### src/dacrt_regs.svh
`ifndef DACRT_REGS_SVH
`define DACRT_REGS_SVH

// ***************************************************************
// Clock and timing figures
// ***************************************************************
`define DACRT_CLK_NS          5
`define DACRT_CONV_NS         1250
`define DACRT_CONV_CYC        (`DACRT_CONV_NS / `DACRT_CLK_NS)
`define DACRT_SYNC_LAT        3
`define DACRT_SCLK_MAX_MHZ    20
`define DACRT_SCLK_MIN_KHZ    10
`define DACRT_SCLK_PER_MIN_NS (1000 / `DACRT_SCLK_MAX_MHZ)
`define DACRT_SCLK_HALF_MIN_CYC \
  ((`DACRT_SCLK_PER_MIN_NS + 2 * `DACRT_CLK_NS - 1) / (2 * `DACRT_CLK_NS))
`define DACRT_SCLK_HALF_CYC   (2 * `DACRT_SCLK_HALF_MIN_CYC)
`define DACRT_QUIET_NS        50
`define DACRT_QUIET_CYC       ((`DACRT_QUIET_NS + `DACRT_CLK_NS - 1) / `DACRT_CLK_NS)
`define DACRT_START_LOW_NS    10
`define DACRT_START_LOW_CYC   ((`DACRT_START_LOW_NS + `DACRT_CLK_NS - 1) / `DACRT_CLK_NS)
`define DACRT_PWRUP_NS        70000
`define DACRT_PWRUP_CYC       (`DACRT_PWRUP_NS / `DACRT_CLK_NS)

// ***************************************************************
// Word layout and synchroniser lanes
// ***************************************************************
`define DACRT_WORD_W          14
`define DACRT_FRAME_BITS      (2 * `DACRT_WORD_W)
`define DACRT_SY_START        0
`define DACRT_SY_CS           1
`define DACRT_SY_SCLK         2
`define DACRT_SY_CHAN         3
`define DACRT_SYNC_RST        4'h7

`endif

### src/dacrt_pkg.sv
`default_nettype none
`include "dacrt_regs.svh"

package dacrt_pkg;
  typedef logic [`DACRT_WORD_W-1:0]     dacrt_word_t;
  typedef logic [`DACRT_FRAME_BITS-1:0] dacrt_frame_t;
  typedef enum logic [0:0] {DACRT_D_IDLE, DACRT_D_CONV} dacrt_dev_state_t;
  typedef enum logic [3:0] {
    DACRT_H_IDLE, DACRT_H_WAKE, DACRT_H_START, DACRT_H_BUSY_HI, DACRT_H_BUSY_LO,
    DACRT_H_SETUP, DACRT_H_HIGH, DACRT_H_LOW, DACRT_H_QUIET
  } dacrt_host_state_t;
endpackage

`default_nettype wire

### src/dacrt_if.sv
`default_nettype none

// ***************************************************************
// Pin bundle between converter and host
// ***************************************************************
interface dacrt_if;
  logic conversion_start_n;
  logic busy;
  logic chan_sel;
  logic cs_n;
  logic sclk;
  logic serial_out_first;
  logic serial_out_first_oe;
  logic serial_out_second;
  logic serial_out_second_oe;

  modport dev (
    input  conversion_start_n, chan_sel, cs_n, sclk,
    output busy, serial_out_first, serial_out_first_oe,
           serial_out_second, serial_out_second_oe
  );

  modport host (
    output conversion_start_n, chan_sel, cs_n, sclk,
    input  busy, serial_out_first, serial_out_first_oe
  );
endinterface

`default_nettype wire

### src/dacrt_host.sv
`default_nettype none
`include "dacrt_regs.svh"

module dacrt_host #(
  parameter int PWRUP_CYC = `DACRT_PWRUP_CYC
) (
  input  wire logic           clk_in,
  input  wire logic           nrst_in,
  dacrt_if.host               link,
  input  wire logic           start_in,
  input  wire logic           chan_in,
  input  wire logic           wake_in,
  input  wire logic           res_ready_in,
  output logic                res_valid_out,
  output logic [13:0]         res_first_out,
  output logic [13:0]         res_second_out,
  output logic                res_chan_out,
  output logic                idle_out
);

  // ***************************************************************
  // Local constants
  // ***************************************************************
  localparam logic [15:0] HALF_END  = 16'(`DACRT_SCLK_HALF_CYC - 1);
  localparam logic [15:0] LOW_END   = 16'(`DACRT_START_LOW_CYC - 1);
  localparam logic [15:0] QUIET_END = 16'(`DACRT_QUIET_CYC - 1);
  localparam logic [15:0] WAKE_END  = 16'(PWRUP_CYC - 1);
  localparam logic [4:0]  LAST_BIT  = 5'(`DACRT_FRAME_BITS - 1);
  localparam int          ENT_W     = `DACRT_FRAME_BITS + 1;

  // ***************************************************************
  // Declarations
  // ***************************************************************
  dacrt_pkg::dacrt_host_state_t state_r;
  logic [15:0]               cnt_r;
  logic [4:0]                bit_r;
  logic                      start_n_r;
  logic                      cs_n_r;
  logic                      sclk_r;
  logic                      chan_r;
  logic                      mirror_r;
  logic                      tag_r;
  logic [2:0]                sync1_r;
  logic [2:0]                sync2_r;
  dacrt_pkg::dacrt_frame_t   shift_r;
  logic                      push_r;
  logic                      head_v_r;
  logic                      tail_v_r;
  logic [ENT_W-1:0]          head_r;
  logic [ENT_W-1:0]          tail_r;
  logic [ENT_W-1:0]          entry;
  logic                      pop;
  logic                      busy_s;
  logic                      data_s;
  logic                      idle_r;

  // ***************************************************************
  // Pin synchronisers
  // ***************************************************************
  always_ff @(posedge clk_in or negedge nrst_in) begin
    if (!nrst_in) begin
      sync1_r <= 3'h0;
      sync2_r <= 3'h0;
    end else begin
      sync1_r <= {link.serial_out_first_oe, link.serial_out_first, link.busy};
      sync2_r <= sync1_r;
    end
  end

  // A floating lane reads as zero
  assign busy_s = sync2_r[0];
  assign data_s = sync2_r[1] & sync2_r[2];

  // ***************************************************************
  // Conversion and read sequencer
  // ***************************************************************
  // A new start waits for a free buffer slot, so no word is dropped
  always_ff @(posedge clk_in or negedge nrst_in) begin
    if (!nrst_in) begin
      state_r   <= dacrt_pkg::DACRT_H_IDLE;
      cnt_r     <= 16'h0000;
      bit_r     <= 5'h00;
      start_n_r <= 1'b1;
      cs_n_r    <= 1'b1;
      sclk_r    <= 1'b1;
      chan_r    <= 1'b0;
      mirror_r  <= 1'b0;
      tag_r     <= 1'b0;
      shift_r   <= '0;
      push_r    <= 1'b0;
    end else begin
      push_r <= 1'b0;
      cnt_r  <= cnt_r + 16'h0001;
      unique case (state_r)
        dacrt_pkg::DACRT_H_IDLE: begin
          cnt_r <= 16'h0000;
          if (start_in && !tail_v_r) begin
            chan_r   <= chan_in;
            tag_r    <= mirror_r;
            mirror_r <= chan_in;
            state_r  <= wake_in ? dacrt_pkg::DACRT_H_WAKE : dacrt_pkg::DACRT_H_START;
            start_n_r <= wake_in;
          end
        end
        dacrt_pkg::DACRT_H_WAKE: begin
          if (cnt_r == WAKE_END) begin
            cnt_r     <= 16'h0000;
            start_n_r <= 1'b0;
            state_r   <= dacrt_pkg::DACRT_H_START;
          end
        end
        dacrt_pkg::DACRT_H_START: begin
          if (cnt_r == LOW_END) begin
            start_n_r <= 1'b1;
            state_r   <= dacrt_pkg::DACRT_H_BUSY_HI;
          end
        end
        dacrt_pkg::DACRT_H_BUSY_HI: begin
          if (busy_s) begin
            state_r <= dacrt_pkg::DACRT_H_BUSY_LO;
          end
        end
        dacrt_pkg::DACRT_H_BUSY_LO: begin
          cnt_r <= 16'h0000;
          bit_r <= 5'h00;
          if (!busy_s) begin
            cs_n_r  <= 1'b0;
            state_r <= dacrt_pkg::DACRT_H_SETUP;
          end
        end
        dacrt_pkg::DACRT_H_SETUP: begin
          if (cnt_r == HALF_END) begin
            cnt_r   <= 16'h0000;
            state_r <= dacrt_pkg::DACRT_H_HIGH;
          end
        end
        dacrt_pkg::DACRT_H_HIGH: begin
          if (cnt_r == HALF_END) begin
            cnt_r   <= 16'h0000;
            shift_r <= {shift_r[`DACRT_FRAME_BITS-2:0], data_s};
            bit_r   <= bit_r + 5'h01;
            if (bit_r == LAST_BIT) begin
              cs_n_r  <= 1'b1;
              push_r  <= 1'b1;
              state_r <= dacrt_pkg::DACRT_H_QUIET;
            end else begin
              sclk_r  <= 1'b0;
              state_r <= dacrt_pkg::DACRT_H_LOW;
            end
          end
        end
        dacrt_pkg::DACRT_H_LOW: begin
          if (cnt_r == HALF_END) begin
            cnt_r   <= 16'h0000;
            sclk_r  <= 1'b1;
            state_r <= dacrt_pkg::DACRT_H_HIGH;
          end
        end
        dacrt_pkg::DACRT_H_QUIET: begin
          if (cnt_r == QUIET_END) begin
            state_r <= dacrt_pkg::DACRT_H_IDLE;
          end
        end
        default: begin
          state_r <= dacrt_pkg::DACRT_H_IDLE;
        end
      endcase
    end
  end

  // ***************************************************************
  // Two-entry result buffer
  // ***************************************************************
  // Head is the output stage, tail absorbs one stalled word
  assign entry = {tag_r, shift_r};
  assign pop   = head_v_r & res_ready_in;

  always_ff @(posedge clk_in or negedge nrst_in) begin
    if (!nrst_in) begin
      head_v_r <= 1'b0;
      tail_v_r <= 1'b0;
      head_r   <= '0;
      tail_r   <= '0;
    end else if (pop) begin
      if (tail_v_r) begin
        head_r   <= tail_r;
        tail_v_r <= push_r;
        tail_r   <= push_r ? entry : tail_r;
      end else begin
        head_v_r <= push_r;
        head_r   <= entry;
      end
    end else if (push_r) begin
      if (!head_v_r) begin
        head_r   <= entry;
        head_v_r <= 1'b1;
      end else begin
        tail_r   <= entry;
        tail_v_r <= 1'b1;
      end
    end
  end

  // Registered idle flag, equal to the IDLE decode of the next state
  always_ff @(posedge clk_in or negedge nrst_in) begin
    if (!nrst_in) begin
      idle_r <= 1'b1;
    end else if (state_r == dacrt_pkg::DACRT_H_IDLE) begin
      idle_r <= !(start_in && !tail_v_r);
    end else begin
      idle_r <= (state_r == dacrt_pkg::DACRT_H_QUIET) && (cnt_r == QUIET_END);
    end
  end

  // ***************************************************************
  // Pin and user outputs
  // ***************************************************************
  assign link.conversion_start_n = start_n_r;
  assign link.cs_n               = cs_n_r;
  assign link.sclk               = sclk_r;
  assign link.chan_sel           = chan_r;
  assign res_valid_out           = head_v_r;
  assign res_first_out           = head_r[`DACRT_FRAME_BITS-1:`DACRT_WORD_W];
  assign res_second_out          = head_r[`DACRT_WORD_W-1:0];
  assign res_chan_out            = head_r[`DACRT_FRAME_BITS];
  assign idle_out                = idle_r;

endmodule

`default_nettype wire

### src/flat_wrapper.sv
// flat-port wrapper written by rule: the top's interface ports become plain ports
module dacrt_host_flat 
#(
  parameter int PWRUP_CYC = `DACRT_PWRUP_CYC
)
  (clk_in, nrst_in, start_in, chan_in, wake_in, res_ready_in, res_valid_out, res_first_out, res_second_out, res_chan_out, idle_out, link_conversion_start_n, link_chan_sel, link_cs_n, link_sclk, link_busy, link_serial_out_first, link_serial_out_first_oe);
  dacrt_if link_i ();
  input  wire logic clk_in;
  input  wire logic nrst_in;
  input  wire logic start_in;
  input  wire logic chan_in;
  input  wire logic wake_in;
  input  wire logic res_ready_in;
  output logic res_valid_out;
  output logic [13:0] res_first_out;
  output logic [13:0] res_second_out;
  output logic res_chan_out;
  output logic idle_out;
  output wire logic [$bits(link_i.conversion_start_n)-1:0] link_conversion_start_n;
  output wire logic [$bits(link_i.chan_sel)-1:0] link_chan_sel;
  output wire logic [$bits(link_i.cs_n)-1:0] link_cs_n;
  output wire logic [$bits(link_i.sclk)-1:0] link_sclk;
  input wire logic [$bits(link_i.busy)-1:0] link_busy;
  input wire logic [$bits(link_i.serial_out_first)-1:0] link_serial_out_first;
  input wire logic [$bits(link_i.serial_out_first_oe)-1:0] link_serial_out_first_oe;
  assign link_conversion_start_n = link_i.conversion_start_n;
  assign link_chan_sel = link_i.chan_sel;
  assign link_cs_n = link_i.cs_n;
  assign link_sclk = link_i.sclk;
  assign link_i.busy = link_busy;
  assign link_i.serial_out_first = link_serial_out_first;
  assign link_i.serial_out_first_oe = link_serial_out_first_oe;
  dacrt_host #(.PWRUP_CYC(PWRUP_CYC)) u_core (.clk_in(clk_in), .nrst_in(nrst_in), .link(link_i), .start_in(start_in), .chan_in(chan_in), .wake_in(wake_in), .res_ready_in(res_ready_in), .res_valid_out(res_valid_out), .res_first_out(res_first_out), .res_second_out(res_second_out), .res_chan_out(res_chan_out), .idle_out(idle_out));
endmodule
### config.mk
export PLATFORM = sky130hd
export DESIGN_NAME = dacrt_host_flat
export DESIGN_NICKNAME = d
export VERILOG_FILES = /design/src/dacrt_pkg.sv /design/src/dacrt_if.sv /design/src/dacrt_host.sv /design/src/flat_wrapper.sv
export VERILOG_INCLUDE_DIRS = /design/src
export SDC_FILE = /design/constraint.sdc
export NUM_CORES = 1
export LEC_CHECK = 0
export BUFFER_PORTS_ARGS = -buffer_cell sky130_fd_sc_hd__buf_2
export CAP_MARGIN = 20
export CORE_ASPECT_RATIO = 0.8
export CORE_MARGIN = 1.5
export CORE_UTILIZATION = 40
export DETAILED_ROUTE_END_ITERATION = 10
export PLACE_DENSITY = 0.62
export SYNTH_ARGS = -nofsm -noshare
export SYNTH_HDL_FRONTEND = slang
export SYNTH_SLANG_ARGS = --single-unit
### constraint.sdc
create_clock -name clk_in -period 4.7 [get_ports clk_in]
set_clock_uncertainty 0.05 [all_clocks]
set_input_delay 0.94 -clock clk_in [delete_from_list [all_inputs] [get_ports clk_in]]
set_output_delay 0.94 -clock clk_in [all_outputs]
set_load 0.02 [all_outputs]
==> impl_metrics.env, run 1 <==
export IMPL_tightest_slew_ns=0.814
export IMPL_place_hpwl_um=6570
export IMPL_path_delay_family="simple AND/OR/NAND/NOR gates"
export IMPL_drc=0
export IMPL_clk_pin_slew_ns=0.05
export IMPL_via_count=3730
export IMPL_rows=38
export IMPL_drive_gt1_frac=0.233
export IMPL_synth_flop_cell="dfrtp_1"
export IMPL_rsz0062_at_grt="false"
export IMPL_cts_resized=0
export IMPL_syn_cell_area_um2=5550
export IMPL_cts_sinks=126
export IMPL_core_area_um2=13600
export IMPL_setup_viol=0
export IMPL_cts_hold_fix_buffers=0
export IMPL_yosys_area_share_simple=0.182
export IMPL_synth_distinct_cells=53
export IMPL_finalInstanceArea_um2=6530
export IMPL_final_seq_area_um2=3160
export IMPL_ys_ff_latch=126
export IMPL_ir_worst_vdd_uv=270
export IMPL_synth_top_family_by_area="simple AND/OR/NAND/NOR gates"
export IMPL_drtIter0Drc=187
export IMPL_drt_wirelength_per_cell_um=14.2
export IMPL_track_usage=0.158
export IMPL_ys_warn_count=0
export IMPL_grt_max_degree=67
export IMPL_min_path_type="flip-flop to flip-flop"
export IMPL_critPathKind="flip-flop to flip-flop"
export IMPL_area_delta_synth_final_pct=17.7
export IMPL_grt_pass1_vias=3666
export IMPL_period_needed_ns=2.20
export IMPL_start_util=0.409
export IMPL_final_cell_mix="130 x nand2_1, 122 x dfrtp_1, 42 x buf_2, 37 x o21ai_0, 31 x mux2_2"
export IMPL_ioPinCount=44
export IMPL_worst_ep_arrival_time_ns=2.41
export IMPL_portBuffers=43
export IMPL_drv_cap=0
export IMPL_synth_area_per_cell_um2=10.8
export IMPL_final_nets=566
export IMPL_synthArstFlopShare=1.00
export IMPL_preCtsSetupSlack_ns=1.99
export IMPL_cts_tree="yes"
export IMPL_slowest_delay_ns=0.48
export IMPL_clkLatencyLatePin_ns=0.40
export IMPL_die_area_um2=14600
export IMPL_fin_setup_tns_ns=0
export IMPL_synth_compound_area_frac=0.0652
export IMPL_p_leak_uw=0.00335
export IMPL_die_h_um=108
export IMPL_synth_enable_flop_cells=0
export IMPL_end_kind="flip-flop"
export IMPL_cp_start_kind="flip-flop"
export IMPL_ys_seq_area_frac=0.569
export IMPL_die_x_um=135
export IMPL_relSlewSlack=0.457
export IMPL_yosys_area_share_xor_xnor=0.0221
export IMPL_grt_overflow_total=0
export IMPL_cts_setup_buffers=0
export IMPL_dpl_cell_area_um2=5920
export IMPL_max_freq_mhz=455
export IMPL_cp_buffers_inverters=1
export IMPL_grt_pass1_wl_um=18100
export IMPL_vias_per_cell=4.99
export IMPL_synth_nets=526
export IMPL_crit_chain="inv_1 > ha_1 > nor4b_2 > nand4_2 > nand2_1 > o211a_1 > nor2_1"
export IMPL_fin_crit_sh=0.468
export IMPL_cp_slowest_cell="o211a_1"
export IMPL_fillers=1252
export IMPL_status="completed"
export IMPL_ctsLongestPathBuffers=2
export IMPL_diodes=0
export IMPL_htreeDepth=4
export IMPL_first_pass_iters=4
export IMPL_cp_max_fo=16
export IMPL_cts_buffers=17
export IMPL_drt_antenna_violating_nets=0
export IMPL_multi_input_area_um2=2250
export IMPL_synth_cells=514
export IMPL_synth_mux_area_frac=0.127
export IMPL_worst_slack_ns=2.50
export IMPL_hold_viol=0
export IMPL_finalWirelength_um=10600
export IMPL_p_per_area_nw_per_um2=366
export IMPL_routabilityCongestion=0.800
export IMPL_final_common_cell="nand2_1"
export IMPL_worst_ep_required_time_ns=4.91
export IMPL_final_max_slew_violation_count=0
export IMPL_yosys_area_share_adder=0.00677
export IMPL_cts_root_buf="clkbuf_16"
export IMPL_antenna_found_initial=0
[Yosys cell counts (2+ instances only)]
cell type  instances  area (um2)
nand4_1            6        37.5
mux2_2            31         349
nand2b_1           3        18.8
clkbuf_1          12        45.0
or3_1              3        18.8
nand2_1          130         488
nor3_1             5        25.0
nand3_1           11        55.1
inv_1              3        11.3
nor2b_1            3        18.8
a21oi_1            9        45.0
a211oi_1           2        15.0
or4b_1             2        20.0
buf_2             10        50.1
xnor2_1            6        52.6
ha_1               3        37.5
nor2_1            29         109
dfstp_2            4         105
buf_4              4        30.0
o21ai_1            2        10.0
o21ai_0           37         185
mux2i_1           31         310
xor2_1             8        70.1
nand4_2            3        37.5
and3_1             5        31.3
mux2_4             3        45.0
a31oi_1            2        12.5
dfrtp_1          122        3050
[worst register-to-register path, cell delays in order, from the launching register on]
cell and delay, ns:
dfrtp_1 0.42, inv_1 0.07, ha_1 0.13, nor4b_2 0.36, nand4_2 0.29, nand2_1 0.14, o211a_1 0.49, nor2_1 0.11
[worst paths after layout]
check	startpoint	end	slack, ns	cells after the start
worst min register to register	u_core.sync1_r[1]	u_core.sync2_r[1]	0.30	0
worst max register to register	u_core.cnt_r[1]	u_core.cnt_r[2]	2.50	7
worst min-delay path	u_core.sync1_r[1]	u_core.sync2_r[1]	0.30	0
min in group asynchronous	nrst_in	u_core.cnt_r[9]	0.56	1
worst max-delay path	u_core.cnt_r[1]	u_core.cnt_r[2]	2.50	7
max in group asynchronous	nrst_in	u_core.head_r[25]	3.22	2
[metal layers]
layer	vias up	global-route usage	routed length (um)
met5	-	0	0
met4	0	0.0484	70
met3	6	0.0384	316
met2	57	0.238	4670
met1	1825	0.225	5550
li1	1842	-	-
[area by class of cell]
| type | count | share of cell area |
|---|---|---|
| clock buffers | 19 | 0.0678 |
| repair buffers | 49 | 0.0452 |
| clock inverters | 13 | 0.0217 |
| inverters | 3 | 0.00172 |
| well taps | 180 | 0.0345 |
| flip-flops and latches | 126 | 0.484 |
| multi-input cells | 357 | 0.345 |
[per-stage QoR]
step           std cells  utilization  power (uW)  hold WS [ns]
2_1_floorplan        514            -        1110         0.281
3_3_place_gp         714        0.437        1140         0.288
3_5_place_dp         714        0.437        1140         0.285
4_1_cts              746        0.480        2420         0.298
5_1_grt              747        0.482        2470         0.298
6_report             747        0.482        2390         0.295
[flip-flops by register name, indices dropped and copies added, names as in the netlist]
| register | cells |
|---|---|
| u_core.head_r | 29 |
| u_core.tail_r | 29 |
| u_core.shift_r | 28 |
| u_core.cnt_r | 16 |
| u_core.bit_r | 5 |
| u_core.state_r | 4 |
| u_core.sync1_r | 3 |
| u_core.sync2_r | 3 |
| u_core.idle_out | 1 |
| u_core.link.chan_sel | 1 |
| u_core.link.conversion_start_n | 1 |
| u_core.link.cs_n | 1 |
| u_core.link.sclk | 1 |
| u_core.push_r | 1 |
| u_core.res_valid_out | 1 |
| u_core.tag_r | 1 |
| u_core.tail_v_r | 1 |
[cell families (layout without fill, tap and decap cells)]
group / after synthesis / in the layout
AOI/OAI and AO/OA: 61 / 61
xor gates and xnor gates: 14 / 14
adders and majority gates: 3 / 3
buffers and inverters: 31 / 84
DFF: 126 / 126
muxes: 65 / 65
and+or+nand+nor: 214 / 214
[power breakdown]
part / switching, uW / internal (uW)
clock network: 476 / 796
registers: 1.41 / 1090
logic: 23.0 / 5.29
total: 500 / 1890
No activity file was read; power rests on OpenSTA's default activity.
==> inputs of run 2 (changes only) <==
--- a/config.mk
+++ b/config.mk
@@ -6,6 +6,7 @@
 export SDC_FILE = /design/constraint.sdc
 export NUM_CORES = 1
 export LEC_CHECK = 0
+export ABC_AREA = 1
 export BUFFER_PORTS_ARGS = -buffer_cell sky130_fd_sc_hd__buf_2
 export CAP_MARGIN = 20
 export CORE_ASPECT_RATIO = 0.8
==> constraint.sdc (replaced) <==
create_clock -name clk_in -period 2.2 [get_ports clk_in]
set_clock_uncertainty 0.05 [all_clocks]
set_input_delay 0.44 -clock clk_in [delete_from_list [all_inputs] [get_ports clk_in]]
set_output_delay 0.44 -clock clk_in [all_outputs]
set_load 0.02 [all_outputs]
==> run 2 against run 1 <==
  * Critical path depth is 2 higher
  * Cell count is 18% higher
  * Synthesized cell count is 26% higher
  * Via count is 19% higher
  * Critical path type unchanged
==> impl_metrics.env, run 2 <==
export IMPL_status="completed"
export IMPL_p_per_area_nw_per_um2=1050
export IMPL_clkLatencyLatePin_ns=0.41
export IMPL_final_cell_mix="155 x nand2_1, 122 x dfrtp_1, 62 x nand3_1, 61 x nor2_1, 58 x inv_1"
export IMPL_htreeDepth=4
export IMPL_die_area_um2=14800
export IMPL_period_needed_ns=1.74
export IMPL_track_usage=0.187
export IMPL_clk_pin_slew_ns=0.05
export IMPL_cts_buffers=17
export IMPL_synth_cells=646
export IMPL_ir_worst_vdd_uv=520
export IMPL_tightest_slew_ns=0.773
export IMPL_ys_seq_area_frac=0.560
export IMPL_drive_gt1_frac=0.173
export IMPL_die_h_um=109
export IMPL_via_count=4426
export IMPL_final_cells=885
export IMPL_finalInstanceArea_um2=6730
export IMPL_setup_viol=0
export IMPL_cts_tree="yes"
export IMPL_reg_top3="u_core.head_r x29, u_core.tail_r x29, u_core.shift_r x28"
export IMPL_fillers=1286
export IMPL_area_delta_synth_final_pct=19.5
export IMPL_worst_ep_required_time_ns=2.45
export IMPL_ioPinCount=44
export IMPL_end_kind="flip-flop"
export IMPL_synth_commonest_cells="155 x nand2_1, 122 x dfrtp_1, 62 x nand3_1"
export IMPL_cp_start_kind="flip-flop"
export IMPL_drtIter0Drc=272
export IMPL_core_area_um2=13600
export IMPL_max_freq_mhz=573
export IMPL_worst_ep_arrival_time_ns=1.99
export IMPL_rsz0062_at_grt="false"
export IMPL_synth_top_cell_by_area="dfrtp_1"
export IMPL_ys_warn_count=0
export IMPL_syn_cell_area_um2=5640
export IMPL_place_inst=852
export IMPL_first_pass_iters=5
export IMPL_final_max_slew_violation_count=0
export IMPL_synthArstFlopShare=1.00
export IMPL_final_nets=704
export IMPL_power_clock_fraction=0.431
export IMPL_diodes=0
export IMPL_worst_slack_ns=0.456
export IMPL_hold_viol=0
export IMPL_grt_overflow_total=0
export IMPL_dpl_cell_area_um2=6080
export IMPL_fin_setup_tns_ns=0
export IMPL_yosys_top_cells_area="dfrtp_1 54%, nand2_1 10%, nand3_1 5.5%"
export IMPL_cp_max_fo=57
export IMPL_drc=0
export IMPL_grt_max_degree=58
export IMPL_p_sw_frac=0.290
export IMPL_grt_pass1_wl_um=21400
export IMPL_critPathKind="flip-flop to flip-flop"
export IMPL_rows=38
export IMPL_final_common_cell="nand2_1"
export IMPL_cts_resized=0
export IMPL_antenna_found_initial=0
export IMPL_place_hpwl_um=8120
export IMPL_synth_most_common_cell="nand2_1"
export IMPL_portBuffers=43
export IMPL_grt_pass1_vias=4357
export IMPL_synth_flop_cell="dfrtp_1"
export IMPL_drt_antenna_violating_nets=0
export IMPL_drv_cap=0
export IMPL_vias_per_cell=5.00
export IMPL_preCtsSetupSlack_ns=0.477
export IMPL_cts_sinks=126
export IMPL_cts_root_buf="clkbuf_16"
export IMPL_ys_ff_latch=126
export IMPL_synth_distinct_cells=35
export IMPL_min_path_type="primary input to flip-flop"
export IMPL_routabilityCongestion=0.899
export IMPL_start_util=0.413
export IMPL_synth_area_per_cell_um2=8.72
export IMPL_die_x_um=136
export IMPL_internal_power_uw=5030
export IMPL_synth_nets=658
export IMPL_drt_wirelength_per_cell_um=14.0
export IMPL_synth_enable_flop_cells=0
export IMPL_switchingPower_uw=2060
export IMPL_synth_top_area_share=0.542
export IMPL_relSlewSlack=0.483
export IMPL_fin_crit_sh=0.793
export IMPL_ctsLongestPathBuffers=2
export IMPL_power_frac_seq=0.381
export IMPL_power_frac_comb=0.188
export IMPL_p_leak_uw=0.00308
export IMPL_finalWirelength_um=12400
[run 2: cell types whose count changed after synthesis, sizes merged, moves of 4 or more]
cell   before  now
a21oi       9   13
a31oi       2   30
and3        5    0
inv         3   66
mux2       34    2
mux2i      31    0
nand2     130  158
nand3      12   65
nor2       29   64
o21ai      39   65
xnor2       6    2
[run 2: path summary, 6_finish.rpt]
check                                         startpoint           endpoint  slack [ns]  cells past startpoint
worst max-delay path                   u_core.state_r[3]    u_core.bit_r[3]        0.46                      9
worst min-delay path            link_serial_out_first_oe  u_core.sync1_r[2]        0.08                      1
worst max register to register         u_core.state_r[3]    u_core.bit_r[3]        0.46                      9
worst min register to register         u_core.sync1_r[0]  u_core.sync2_r[0]        0.30                      0
max in group asynchronous                        nrst_in    u_core.cnt_r[0]        0.91                      3
min in group asynchronous                        nrst_in  u_core.state_r[0]        0.50                      2
[run 2: per-stage QoR]
step,utilization,total power (uW),hold slack (ns)
after floorplan,-,3660,0.0944
after global placement,0.445,4040,0.283
after detailed placement,0.445,4090,0.286
after CTS,0.493,7170,0.0669
after global routing,0.493,7470,0.0647
final,0.493,7090,0.0820
[run 2: logic make-up after synthesis]
kind of cell	synth area share
DFF	0.560
muxes	0.00400
xor gates and xnor gates	0.0140
adders and majority gates	0.00666
buffers and inverters	0.0699
and+or+nand+nor	0.230
AOI/OAI and AO/OA	0.115
[run 2: final cells by class]
class	count	area, um2	share of cell area
Clock buffer	20	457	0.0678
Multi-Input combinational cell	426	2090	0.311
Sequential cell	126	3160	0.469
Inverter	66	248	0.0368
Timing Repair Buffer	55	360	0.0535
Tap cell	180	225	0.0335
Clock inverter	12	190	0.0282
[run 2: critical path, stage by stage, from the launching register on]
cell     delay (ns)
dfrtp_1        0.49
nor2_8         0.20
nand3_4        0.11
inv_2          0.15
nand3_2        0.10
buf_12         0.22
nand2_4        0.12
inv_2          0.06
nand2_1        0.06
nand2_1        0.05
[run 2: timing repair]
| action | CTS | global route |
|---|---|---|
| endpoints found under the hold margin | 32 | 0 |
| hold buffers | 1 | 0 |
| buffers inserted | 0 | 0 |
[run 2: per-layer routing]
| layer | vias to the layer above | GRT usage | part of all wire |
|---|---|---|---|
| met5 | - | 0 | 0 |
| met4 | 0 | 0.0622 | 0.015 |
| met3 | 18 | 0.0590 | 0.042 |
| met2 | 71 | 0.283 | 0.45 |
| met1 | 2122 | 0.254 | 0.49 |
| li1 | 2215 | - | - |
[run 2: power by group through the flow]
stage / Clock [uW] / Combinational, uW / Sequential [uW]
floorplan: 0 / 795 / 2870
global placement: 0 / 1310 / 2740
detailed placement: 0 / 1340 / 2740
CTS: 3110 / 1350 / 2700
global route: 3220 / 1520 / 2730
finish: 3050 / 1340 / 2700
